**src/pkg/sysref_pkg.sv**
```systemverilog
`default_nettype none
package sysref_pkg;

  //////////////////////////////////////////////////////////////////////////////
  // Bus geometry and channel count
  localparam int ADDR_W       = 8;
  localparam int DATA_W       = 32;
  localparam int NUM_CHANNELS = 4;

  //////////////////////////////////////////////////////////////////////////////
  // Register byte offsets
  localparam logic [7:0] CONTROL_OFFSET    = 8'h00;
  localparam logic [7:0] DIVIDER_OFFSET    = 8'h04;
  localparam logic [7:0] OUTPUT_CFG_OFFSET = 8'h08;
  localparam logic [7:0] STATUS_OFFSET     = 8'h0C;

  //////////////////////////////////////////////////////////////////////////////
  // Field positions and widths
  localparam int CONT_BIT       = 0;
  localparam int SOURCE_BIT     = 1;
  localparam int RELEASE_BIT    = 2;
  localparam int STOP_BIT       = 3;
  localparam int COUNT_LSB      = 8;
  localparam int COUNT_W        = 8;
  localparam int RATE_LSB       = 0;
  localparam int RATE_W         = 13;
  localparam int SYNC_LSB       = 16;
  localparam int SYNC_W         = 7;
  localparam int MASK_LSB       = 0;
  localparam int BIAS_LSB       = 8;
  localparam int BIAS_TYPE_BIT  = 16;
  localparam int STATE_LSB      = 0;
  localparam int REMAIN_LSB     = 8;

  //////////////////////////////////////////////////////////////////////////////
  // Reset values and divider limits
  localparam logic [COUNT_W-1:0] COUNT_RESET = 8'h01;
  localparam logic [RATE_W-1:0]  RATE_RESET  = 13'h0180;
  localparam logic [RATE_W-1:0]  RATE_MIN    = 13'h0040;
  localparam logic [RATE_W-1:0]  RATE_MAX    = 13'h1400;
  localparam logic [SYNC_W-1:0]  SYNC_RESET  = 7'h01;

  typedef enum logic [1:0] {GEN_IDLE, GEN_ARMED, GEN_ALIGN, GEN_RUN} gen_state_t;

endpackage : sysref_pkg
`default_nettype wire

```
**src/pkg/pulse_timing_if.sv**
```systemverilog
`default_nettype none
interface pulse_timing_if;
  logic                           run;
  logic [sysref_pkg::RATE_W-1:0]  rate;
  logic [sysref_pkg::SYNC_W-1:0]  sync_div;
  logic                           sync_tick;
  logic                           period_end;
  logic                           high_phase;

  modport control (output run, output rate, output sync_div,
                   input sync_tick, input period_end, input high_phase);
  modport timer   (input run, input rate, input sync_div,
                   output sync_tick, output period_end, output high_phase);
endinterface : pulse_timing_if
`default_nettype wire

```
**src/verilog/trigger_edge_detect.sv**
```systemverilog
`default_nettype none
module trigger_edge_detect (
  // Clock and reset
  input  wire logic clock,
  input  wire logic resetn,
  // Trigger
  input  wire logic trigger_in,
  output logic      trigger_rise
);
  logic sync_first;
  logic sync_second;
  logic sync_prev;

  always_ff @(posedge clock or negedge resetn) begin
    if (!resetn) begin
      sync_first  <= 1'b0;
      sync_second <= 1'b0;
      sync_prev   <= 1'b0;
    end else begin
      sync_first  <= trigger_in;
      sync_second <= sync_first;
      sync_prev   <= sync_second;
    end
  end

  // The second stage and its one-cycle delayed copy feed the edge logic
  assign trigger_rise = sync_second & ~sync_prev;
endmodule : trigger_edge_detect
`default_nettype wire

```
**src/verilog/rate_timer.sv**
```systemverilog
`default_nettype none
module rate_timer (
  // Clock and reset
  input  wire logic clock,
  input  wire logic resetn,
  // Timing link to the controller
  pulse_timing_if.timer timing
);
  logic [sysref_pkg::RATE_W-1:0] rate_cnt;
  logic [sysref_pkg::SYNC_W-1:0] sync_cnt;
  logic [sysref_pkg::SYNC_W-1:0] sync_last;
  logic [sysref_pkg::RATE_W-1:0] rate_last;

  // A zero coincidence divider behaves as divide by one
  assign sync_last = (timing.sync_div == '0) ? '0 : timing.sync_div - 7'h01;
  assign rate_last = timing.rate - 13'h0001;

  always_ff @(posedge clock or negedge resetn) begin
    if (!resetn) begin
      sync_cnt <= '0;
    end else if (sync_cnt >= sync_last) begin
      sync_cnt <= '0;
    end else begin
      sync_cnt <= sync_cnt + 7'h01;
    end
  end

  // Period counter restarts with every run so the first edge is on the tick
  always_ff @(posedge clock or negedge resetn) begin
    if (!resetn) begin
      rate_cnt <= '0;
    end else if (!timing.run || rate_cnt == rate_last) begin
      rate_cnt <= '0;
    end else begin
      rate_cnt <= rate_cnt + 13'h0001;
    end
  end

  assign timing.sync_tick  = (sync_cnt == '0);
  assign timing.period_end = timing.run && (rate_cnt == rate_last);
  assign timing.high_phase = timing.run && (rate_cnt < (timing.rate >> 1));
endmodule : rate_timer
`default_nettype wire

```
**src/verilog/sysref_pulse_generator.sv**
```systemverilog
// Implementation choices: the register offsets and the APB interface to the registers.
`default_nettype none
module sysref_pulse_generator #(
  parameter int NUM_CH = sysref_pkg::NUM_CHANNELS
) (
  // Clock and reset
  input  wire logic                            clock,
  input  wire logic                            resetn,
  // APB slave
  input  wire logic [sysref_pkg::ADDR_W-1:0]   paddr,
  input  wire logic                            psel,
  input  wire logic                            penable,
  input  wire logic                            pwrite,
  input  wire logic [sysref_pkg::DATA_W-1:0]   pwdata,
  output logic      [sysref_pkg::DATA_W-1:0]   prdata,
  output logic                                 pready,
  output logic                                 pslverr,
  // Trigger
  input  wire logic                            external_trigger_input,
  // Reference outputs
  output logic      [NUM_CH-1:0]               reference_pulse_output,
  output logic      [NUM_CH-1:0]               reference_output_enable,
  output logic      [NUM_CH-1:0]               reference_crosspoint_bias,
  output logic                                 event_active
);

  //////////////////////////////////////////////////////////////////////////////
  // Registers and state
  logic                                continuous_select;
  logic                                source_select;
  logic [sysref_pkg::COUNT_W-1:0]      pulse_count_setting;
  logic [sysref_pkg::RATE_W-1:0]       rate_divider;
  logic [sysref_pkg::SYNC_W-1:0]       sync_divider;
  logic [NUM_CH-1:0]                   channel_mask;
  logic [NUM_CH-1:0]                   idle_bias_enable;
  logic                                bias_type;
  logic [sysref_pkg::COUNT_W-1:0]      remaining;
  logic                                stop_request;
  logic                                pulse_level;
  sysref_pkg::gen_state_t              state;
  sysref_pkg::gen_state_t              next_state;

  pulse_timing_if timing ();

  //////////////////////////////////////////////////////////////////////////////
  // Bus decode
  wire setup_phase   = psel && !penable;
  wire access_write  = psel && penable && pwrite;
  wire hit_control   = (paddr == sysref_pkg::CONTROL_OFFSET);
  wire hit_divider   = (paddr == sysref_pkg::DIVIDER_OFFSET);
  wire hit_output    = (paddr == sysref_pkg::OUTPUT_CFG_OFFSET);
  wire hit_status    = (paddr == sysref_pkg::STATUS_OFFSET);
  wire addr_mapped   = hit_control || hit_divider || hit_output || hit_status;
  wire write_control = access_write && hit_control;
  wire write_divider = access_write && hit_divider;
  wire write_output  = access_write && hit_output;
  wire release_cmd   = write_control && pwdata[sysref_pkg::RELEASE_BIT];
  wire stop_cmd      = write_control && pwdata[sysref_pkg::STOP_BIT];

  // Zero-wait slave; unmapped addresses answer with an error and read zero
  assign pready  = psel && penable;
  assign pslverr = psel && penable && !addr_mapped;

  wire [sysref_pkg::DATA_W-1:0] read_control =
    {16'h0000, pulse_count_setting, 6'h00, source_select, continuous_select};
  wire [sysref_pkg::DATA_W-1:0] read_divider =
    {9'h000, sync_divider, 3'h0, rate_divider};
  wire [sysref_pkg::DATA_W-1:0] read_output =
    {15'h0000, bias_type, 8'(idle_bias_enable), 8'(channel_mask)};
  wire [sysref_pkg::DATA_W-1:0] read_status =
    {16'h0000, remaining, 6'h00, 2'(state)};
  wire [sysref_pkg::DATA_W-1:0] read_mux =
    hit_control ? read_control :
    hit_divider ? read_divider :
    hit_output  ? read_output  :
    hit_status  ? read_status  : 32'h0000_0000;

  always_ff @(posedge clock or negedge resetn) begin
    if (!resetn) begin
      prdata <= '0;
    end else if (setup_phase && !pwrite) begin
      prdata <= read_mux;
    end
  end

  //////////////////////////////////////////////////////////////////////////////
  // Configuration registers
  wire [sysref_pkg::RATE_W-1:0] rate_written =
    pwdata[sysref_pkg::RATE_LSB +: sysref_pkg::RATE_W];

  always_ff @(posedge clock or negedge resetn) begin
    if (!resetn) begin
      continuous_select   <= 1'b0;
      source_select       <= 1'b0;
      pulse_count_setting <= sysref_pkg::COUNT_RESET;
    end else if (write_control) begin
      continuous_select   <= pwdata[sysref_pkg::CONT_BIT];
      source_select       <= pwdata[sysref_pkg::SOURCE_BIT];
      pulse_count_setting <= pwdata[sysref_pkg::COUNT_LSB +: sysref_pkg::COUNT_W];
    end
  end

  // Out-of-range rate divider ratios are held to the supported span; the sync divider is stored as written
  always_ff @(posedge clock or negedge resetn) begin
    if (!resetn) begin
      rate_divider <= sysref_pkg::RATE_RESET;
      sync_divider <= sysref_pkg::SYNC_RESET;
    end else if (write_divider) begin
      rate_divider <= (rate_written < sysref_pkg::RATE_MIN) ? sysref_pkg::RATE_MIN :
                      (rate_written > sysref_pkg::RATE_MAX) ? sysref_pkg::RATE_MAX :
                      rate_written;
      sync_divider <= pwdata[sysref_pkg::SYNC_LSB +: sysref_pkg::SYNC_W];
    end
  end

  always_ff @(posedge clock or negedge resetn) begin
    if (!resetn) begin
      channel_mask     <= '0;
      idle_bias_enable <= '0;
      bias_type        <= 1'b0;
    end else if (write_output) begin
      channel_mask     <= pwdata[sysref_pkg::MASK_LSB +: NUM_CH];
      idle_bias_enable <= pwdata[sysref_pkg::BIAS_LSB +: NUM_CH];
      bias_type        <= pwdata[sysref_pkg::BIAS_TYPE_BIT];
    end
  end

  //////////////////////////////////////////////////////////////////////////////
  // Trigger and timing
  logic trigger_rise;

  trigger_edge_detect trigger_sync (
    .clock        (clock),
    .resetn       (resetn),
    .trigger_in   (external_trigger_input),
    .trigger_rise (trigger_rise)
  );

  rate_timer timer (
    .clock  (clock),
    .resetn (resetn),
    .timing (timing.timer)
  );

  // Same timer path whichever source starts the event
  assign timing.run      = (state == sysref_pkg::GEN_RUN);
  assign timing.rate     = rate_divider;
  assign timing.sync_div = sync_divider;

  //////////////////////////////////////////////////////////////////////////////
  // Event sequencer
  wire idle_release  = release_cmd && (state == sysref_pkg::GEN_IDLE);
  wire last_pulse    = !continuous_select && (remaining <= 8'h01);
  wire burst_done    = timing.period_end && (last_pulse || stop_request);
  // Release takes source and count from its own write word, not the old register
  wire                           source_written = pwdata[sysref_pkg::SOURCE_BIT];
  wire [sysref_pkg::COUNT_W-1:0] count_written  =
    pwdata[sysref_pkg::COUNT_LSB +: sysref_pkg::COUNT_W];
  // A zero count still produces one pulse
  wire [sysref_pkg::COUNT_W-1:0] count_loaded =
    (count_written == '0) ? 8'h01 : count_written;

  always_comb begin
    next_state = state;
    case (state)
      sysref_pkg::GEN_IDLE: begin
        if (idle_release) begin
          next_state = source_written ? sysref_pkg::GEN_ARMED
                                     : sysref_pkg::GEN_ALIGN;
        end
      end
      sysref_pkg::GEN_ARMED: begin
        if (stop_cmd) begin
          next_state = sysref_pkg::GEN_IDLE;
        end else if (trigger_rise) begin
          next_state = sysref_pkg::GEN_ALIGN;
        end
      end
      sysref_pkg::GEN_ALIGN: begin
        if (timing.sync_tick) begin
          next_state = sysref_pkg::GEN_RUN;
        end
      end
      sysref_pkg::GEN_RUN: begin
        // Triggers are not looked at until the event is over
        if (burst_done) begin
          next_state = sysref_pkg::GEN_IDLE;
        end
      end
      default: next_state = sysref_pkg::GEN_IDLE;
    endcase
  end

  always_ff @(posedge clock or negedge resetn) begin
    if (!resetn) begin
      state <= sysref_pkg::GEN_IDLE;
    end else begin
      state <= next_state;
    end
  end

  // Count is captured at release so later writes do not disturb the burst
  always_ff @(posedge clock or negedge resetn) begin
    if (!resetn) begin
      remaining <= '0;
    end else if (idle_release) begin
      remaining <= count_loaded;
    end else if (timing.period_end && !continuous_select && remaining != '0) begin
      remaining <= remaining - 8'h01;
    end
  end

  // Continuous output ends only on a stop command, at a period boundary
  always_ff @(posedge clock or negedge resetn) begin
    if (!resetn) begin
      stop_request <= 1'b0;
    end else if (idle_release) begin
      stop_request <= 1'b0;
    end else if (stop_cmd && state != sysref_pkg::GEN_IDLE) begin
      stop_request <= 1'b1;
    end else if (state == sysref_pkg::GEN_IDLE) begin
      stop_request <= 1'b0;
    end
  end

  always_ff @(posedge clock or negedge resetn) begin
    if (!resetn) begin
      pulse_level  <= 1'b0;
      event_active <= 1'b0;
    end else begin
      pulse_level  <= timing.high_phase;
      event_active <= (next_state == sysref_pkg::GEN_ALIGN) ||
                      (next_state == sysref_pkg::GEN_RUN);
    end
  end

  //////////////////////////////////////////////////////////////////////////////
  // Per-channel output stage
  for (genvar ch = 0; ch < NUM_CH; ch++) begin : g_channel
    always_ff @(posedge clock or negedge resetn) begin
      if (!resetn) begin
        reference_pulse_output[ch]    <= 1'b0;
        reference_output_enable[ch]   <= 1'b0;
        reference_crosspoint_bias[ch] <= 1'b0;
      end else begin
        reference_pulse_output[ch]    <= channel_mask[ch] && pulse_level;
        reference_output_enable[ch]   <= channel_mask[ch] && event_active;
        reference_crosspoint_bias[ch] <= channel_mask[ch] && !event_active &&
                                         bias_type && idle_bias_enable[ch];
      end
    end
  end

  logic [sysref_pkg::COUNT_W:0]  rises_seen;
  logic [sysref_pkg::COUNT_W-1:0] count_taken;
  logic [sysref_pkg::RATE_W:0]   since_rise;
  logic                          rise_seen_once;

  always_ff @(posedge clock or negedge resetn) begin
    if (!resetn) begin
      rises_seen     <= '0;
      count_taken    <= '0;
      since_rise     <= '0;
      rise_seen_once <= 1'b0;
    end else begin
      if (idle_release) begin
        rises_seen     <= '0;
        count_taken    <= count_loaded;
        rise_seen_once <= 1'b0;
      end else if (timing.high_phase && !pulse_level) begin
        rises_seen     <= rises_seen + 9'h001;
        rise_seen_once <= 1'b1;
      end
      since_rise <= (timing.high_phase && !pulse_level) ? 14'h0001 : since_rise + 14'h0001;
    end
  end
endmodule : sysref_pulse_generator
`default_nettype wire

```
**config.mk**
```make
export PLATFORM = sky130hd
export DESIGN_NAME = sysref_pulse_generator
export DESIGN_NICKNAME = d
export VERILOG_FILES = /design/src/pkg/sysref_pkg.sv /design/src/pkg/pulse_timing_if.sv /design/src/verilog/trigger_edge_detect.sv /design/src/verilog/rate_timer.sv /design/src/verilog/sysref_pulse_generator.sv
export SDC_FILE = /design/constraint.sdc
export NUM_CORES = 1
export LEC_CHECK = 0
export BUFFER_PORTS_ARGS = -buffer_cell sky130_fd_sc_hd__buf_4
export CAP_MARGIN = 20
export CORE_AREA = 2 2 107 109
export CTS_CLUSTER_DIAMETER = 100
export DETAILED_ROUTE_END_ITERATION = 8
export DIE_AREA = 0 0 109 111
export PLACE_DENSITY = 0.77
export SETUP_SLACK_MARGIN = 0.15
export SLEW_MARGIN = 20
export SYNTH_ARGS = -nofsm -noshare
export SYNTH_HDL_FRONTEND = slang
export SYNTH_HIERARCHICAL = 1
export SYNTH_SLANG_ARGS = --single-unit
```
**constraint.sdc**
```tcl
create_clock -name clock -period 5.24 [get_ports clock]
set_clock_uncertainty 0.15 [all_clocks]
set_input_delay 0 -clock clock [delete_from_list [all_inputs] [get_ports clock]]
set_output_delay 0 -clock clock [all_outputs]
set_load 0.03 [all_outputs]
```
==> impl_metrics.env <==
export IMPL_start_util_pct=54.9
export IMPL_cp_end_kind="register"
export IMPL_yosysMostFrequentCell="dfrtp_1"
export IMPL_ys_warn_count=6
export IMPL_synthCells=587
export IMPL_seq_area_frac_synth_pct=45.3
export IMPL_via_per_inst=5.92
export IMPL_drv_cap=0
export IMPL_totalWireLength_mm=15.1
export IMPL_num_rows=39
export IMPL_grt_pass1_vias=4839
export IMPL_synth_seq_cells=110
export IMPL_drive_gt1_share_pct=20.6
export IMPL_htreeDepth=3
export IMPL_path_cells="inv_1 > ha_1 > or4b_1 > nor3_2 > xor2_1 > nand3_1 > a32oi_2 > buf_4 > and3_1 > or4b_1 > a211oi_1 > xor2_1 > mux2_1 > dlygate4sd3_1"
export IMPL_cts_root_buf="clkbuf_16"
export IMPL_fp_dieW_microns=109
export IMPL_fin_nets=761
export IMPL_critical_path_slowest_cell="or4b_1"
export IMPL_synth_cell_type_count=77
export IMPL_clk_latency_ns=0.35
export IMPL_grt_max_degree=71
export IMPL_power_leakage_nw=3.51
export IMPL_setup_viol=0
export IMPL_track_usage_pct=26.2
export IMPL_fin_total_pwr_w=0.00198
export IMPL_path_max_fanout=14
export IMPL_die_area_sq_mm=0.0121
export IMPL_hold_violations=0
export IMPL_critical_path_class="register to register"
export IMPL_cp_required_ns=5.33
export IMPL_gp_congestion=0.912
export IMPL_dr_total_vias=4952
export IMPL_clk_pin_slew_worst_paths_ns=0.07
export IMPL_period_share_pct=89.7
export IMPL_finalSetupTns_ns=0
export IMPL_grt_overflow_total=0
export IMPL_synth_area_sq_mm=0.00608
export IMPL_place_area_sq_mm=0.00670
export IMPL_drc=0
export IMPL_cts_tree="done"
export IMPL_fmaxAchievable_mhz=213
export IMPL_finalInstanceArea_sq_mm=0.00737
export IMPL_cts_buffers=9
export IMPL_fin_util_pct=66.5
export IMPL_slowest_delay_ns=0.61
export IMPL_critPathTopFamily="simple AND/OR/NAND/NOR gates"
export IMPL_yosysTopAreaCell="dfrtp_1"
export IMPL_detail_route_wl_per_cell_microns=18.0
export IMPL_syn_area_per_cell_sq_um=10.4
export IMPL_ant_nets=0
export IMPL_holdWs_ns=0.0865
export IMPL_area_delta_synth_final_pct=21.1
export IMPL_cts_sinks=110
export IMPL_port_buffers=74
export IMPL_drt_iter0_markers=406
export IMPL_hold_path_class="input pin to register"
export IMPL_status="complete, no violations"
export IMPL_grt_pass1_wl_mm=24.8
export IMPL_synth_area_leaders="dfrtp_1, ha_1, nand2_1"
export IMPL_p_per_area_mw_per_mm2=268
export IMPL_relSlewSlack_pct=35.4
export IMPL_period_needed_ns=4.70
export IMPL_worstSetupStartpointType="register"
export IMPL_grt_setup_unrepaired="no"
export IMPL_cp_num_buf_inv=3
export IMPL_dp_hpwl_mm=10.7
export IMPL_insertedDiodeCount=0
export IMPL_synth_edf_count=0
export IMPL_antenna_found_initial=0
export IMPL_cts_buffer_depth=2
export IMPL_io_pin_count=93
export IMPL_vdd_drop_max_uv=149
export IMPL_final_max_slew_viol_count=0
export IMPL_worstMarginPinSlew_ns=0.965
export IMPL_drt_pass1_iterations=5
export IMPL_critPathArrivalTime_ns=4.78
export IMPL_ys_async_sr_fraction_pct=100
export IMPL_die_h_microns=111
export IMPL_yosys_most_used_dff="dfrtp_1"
export IMPL_core_area_sq_mm=0.0111
export IMPL_netlist_area_leader_share_pct=43.6
export IMPL_synth_common_cells="dfrtp_1, nand2_1, inv_1"
[repair_timing]
action,in CTS,in global routing
resized for setup,0,0
setup buffers,0,0
endpoints found under the hold margin,120,0
hold buffers,34,0
[cell families (layout without fill, tap and decap cells)]
kind of cell | after synthesis | in the layout | share of synthesized area (%)
buffers and inverters | 59 | 158 | 4.61
xor gates and xnor gates | 37 | 37 | 5.45
adders and majority gates | 26 | 26 | 5.35
and+or+nand+nor | 202 | 202 | 18.3
other | 1 | 9 | 0.0617
DFF | 110 | 110 | 45.3
AOI/OAI and AO/OA | 123 | 123 | 15.6
muxes | 29 | 29 | 5.29
[cell usage in the layout (no fill, tap or decap), drive strengths merged, types with 4 or more instances in the layout]
cell	Yosys	final
and2	14	14
buf	15	79
nor4	7	7
or4	6	6
clkbuf	15	11
a21oi	22	22
inv	29	32
conb	1	9
nand2	66	66
ha	26	26
dlygate4sd3	0	34
nand3	20	20
nor2b	5	5
xor2	23	23
a21o	10	10
a32oi	4	4
mux2	25	25
dfstp	4	4
a22o	18	18
dfrtp	106	106
and3	15	15
nand4	5	5
o21ai	20	20
mux2i	4	4
a211oi	14	14
nor3	11	11
xnor2	14	14
a221oi	8	8
nand2b	9	9
nor2	27	27
[worst reg2reg max path, cell delays in order, from the launching register on]
cell and delay, ns:
dfrtp_1 0.47, inv_1 0.09, ha_1 0.26, or4b_1 0.52, nor3_2 0.16, xor2_1 0.19
nand3_1 0.11, a32oi_2 0.22, buf_4 0.26, and3_1 0.29, or4b_1 0.62, a211oi_1 0.29
xor2_1 0.10, mux2_1 0.30, dlygate4sd3_1 0.55
[final timing paths]
check	end	cells after the start	slack [ns]	from
min reg2reg	trigger_sync/sync_second$_DFF_PN0_	0	0.21	trigger_sync/sync_first$_DFF_PN0_
min	prdata[12]$_DFFE_PN0P_	4	0.09	paddr[3]
max in group asynchronous	sync_divider[0]$_DFFE_PN1P_	3	3.74	resetn
max	remaining[5]$_DFFE_PN0P_	14	0.54	rate_divider[0]$_DFFE_PN0P_
max reg2reg	remaining[5]$_DFFE_PN0P_	14	0.54	rate_divider[0]$_DFFE_PN0P_
min in group asynchronous	reference_output_enable[3]$_DFF_PN0_	2	0.15	resetn
[registers in the layout (all words and copies together), names as in the netlist]
name,count
bias_type,1
channel_mask,4
continuous_select,1
event_active,1
idle_bias_enable,4
prdata,23
pulse_count_setting,8
pulse_level,1
rate_divider,13
reference_crosspoint_bias,4
reference_output_enable,4
reference_pulse_output,4
remaining,8
source_select,1
state,2
stop_request,1
sync_divider,7
timer/rate_cnt,13
timer/sync_cnt,7
trigger_sync/sync_first,1
trigger_sync/sync_prev,1
trigger_sync/sync_second,1
[metrics by stage]
stage                     cells  worst slack (ns)
final                       837             0.542
after floorplan             595              1.42
after global routing        837             0.284
after detailed placement    786             0.831
after CTS                   836             0.579
after global placement      786              1.02
[final cells by class]
| type | instances | area, sq um |
|---|---|---|
| Clock inverter | 5 | 63.8 |
| Timing Repair Buffer | 113 | 941 |
| Multi-Input combinational cell | 426 | 3070 |
| Clock buffer | 11 | 243 |
| Fill cell | 860 | 3710 |
| Inverter | 29 | 109 |
| Tap cell | 143 | 179 |
| Sequential cell | 110 | 2760 |
[where the power goes]
part | switching, W | leakage [nW] | internal (W)
clock | 0.000320 | 0.147 | 0.000390
sequential | 0.0000459 | 1.50 | 0.000881
combinational | 0.000202 | 1.87 | 0.000138
[metal layers]
| metal | global-route usage, % | routed length, microns | vias to the layer above |
|---|---|---|---|
| met5 | 0 | 0 | - |
| li1 | - | - | 2304 |
| met4 | 7.61 | 272 | 0 |
| met3 | 4.88 | 915 | 23 |
| met1 | 36.4 | 6610 | 2432 |
| met2 | 41.8 | 7290 | 193 |
Power figures use the tool's default switching activity.
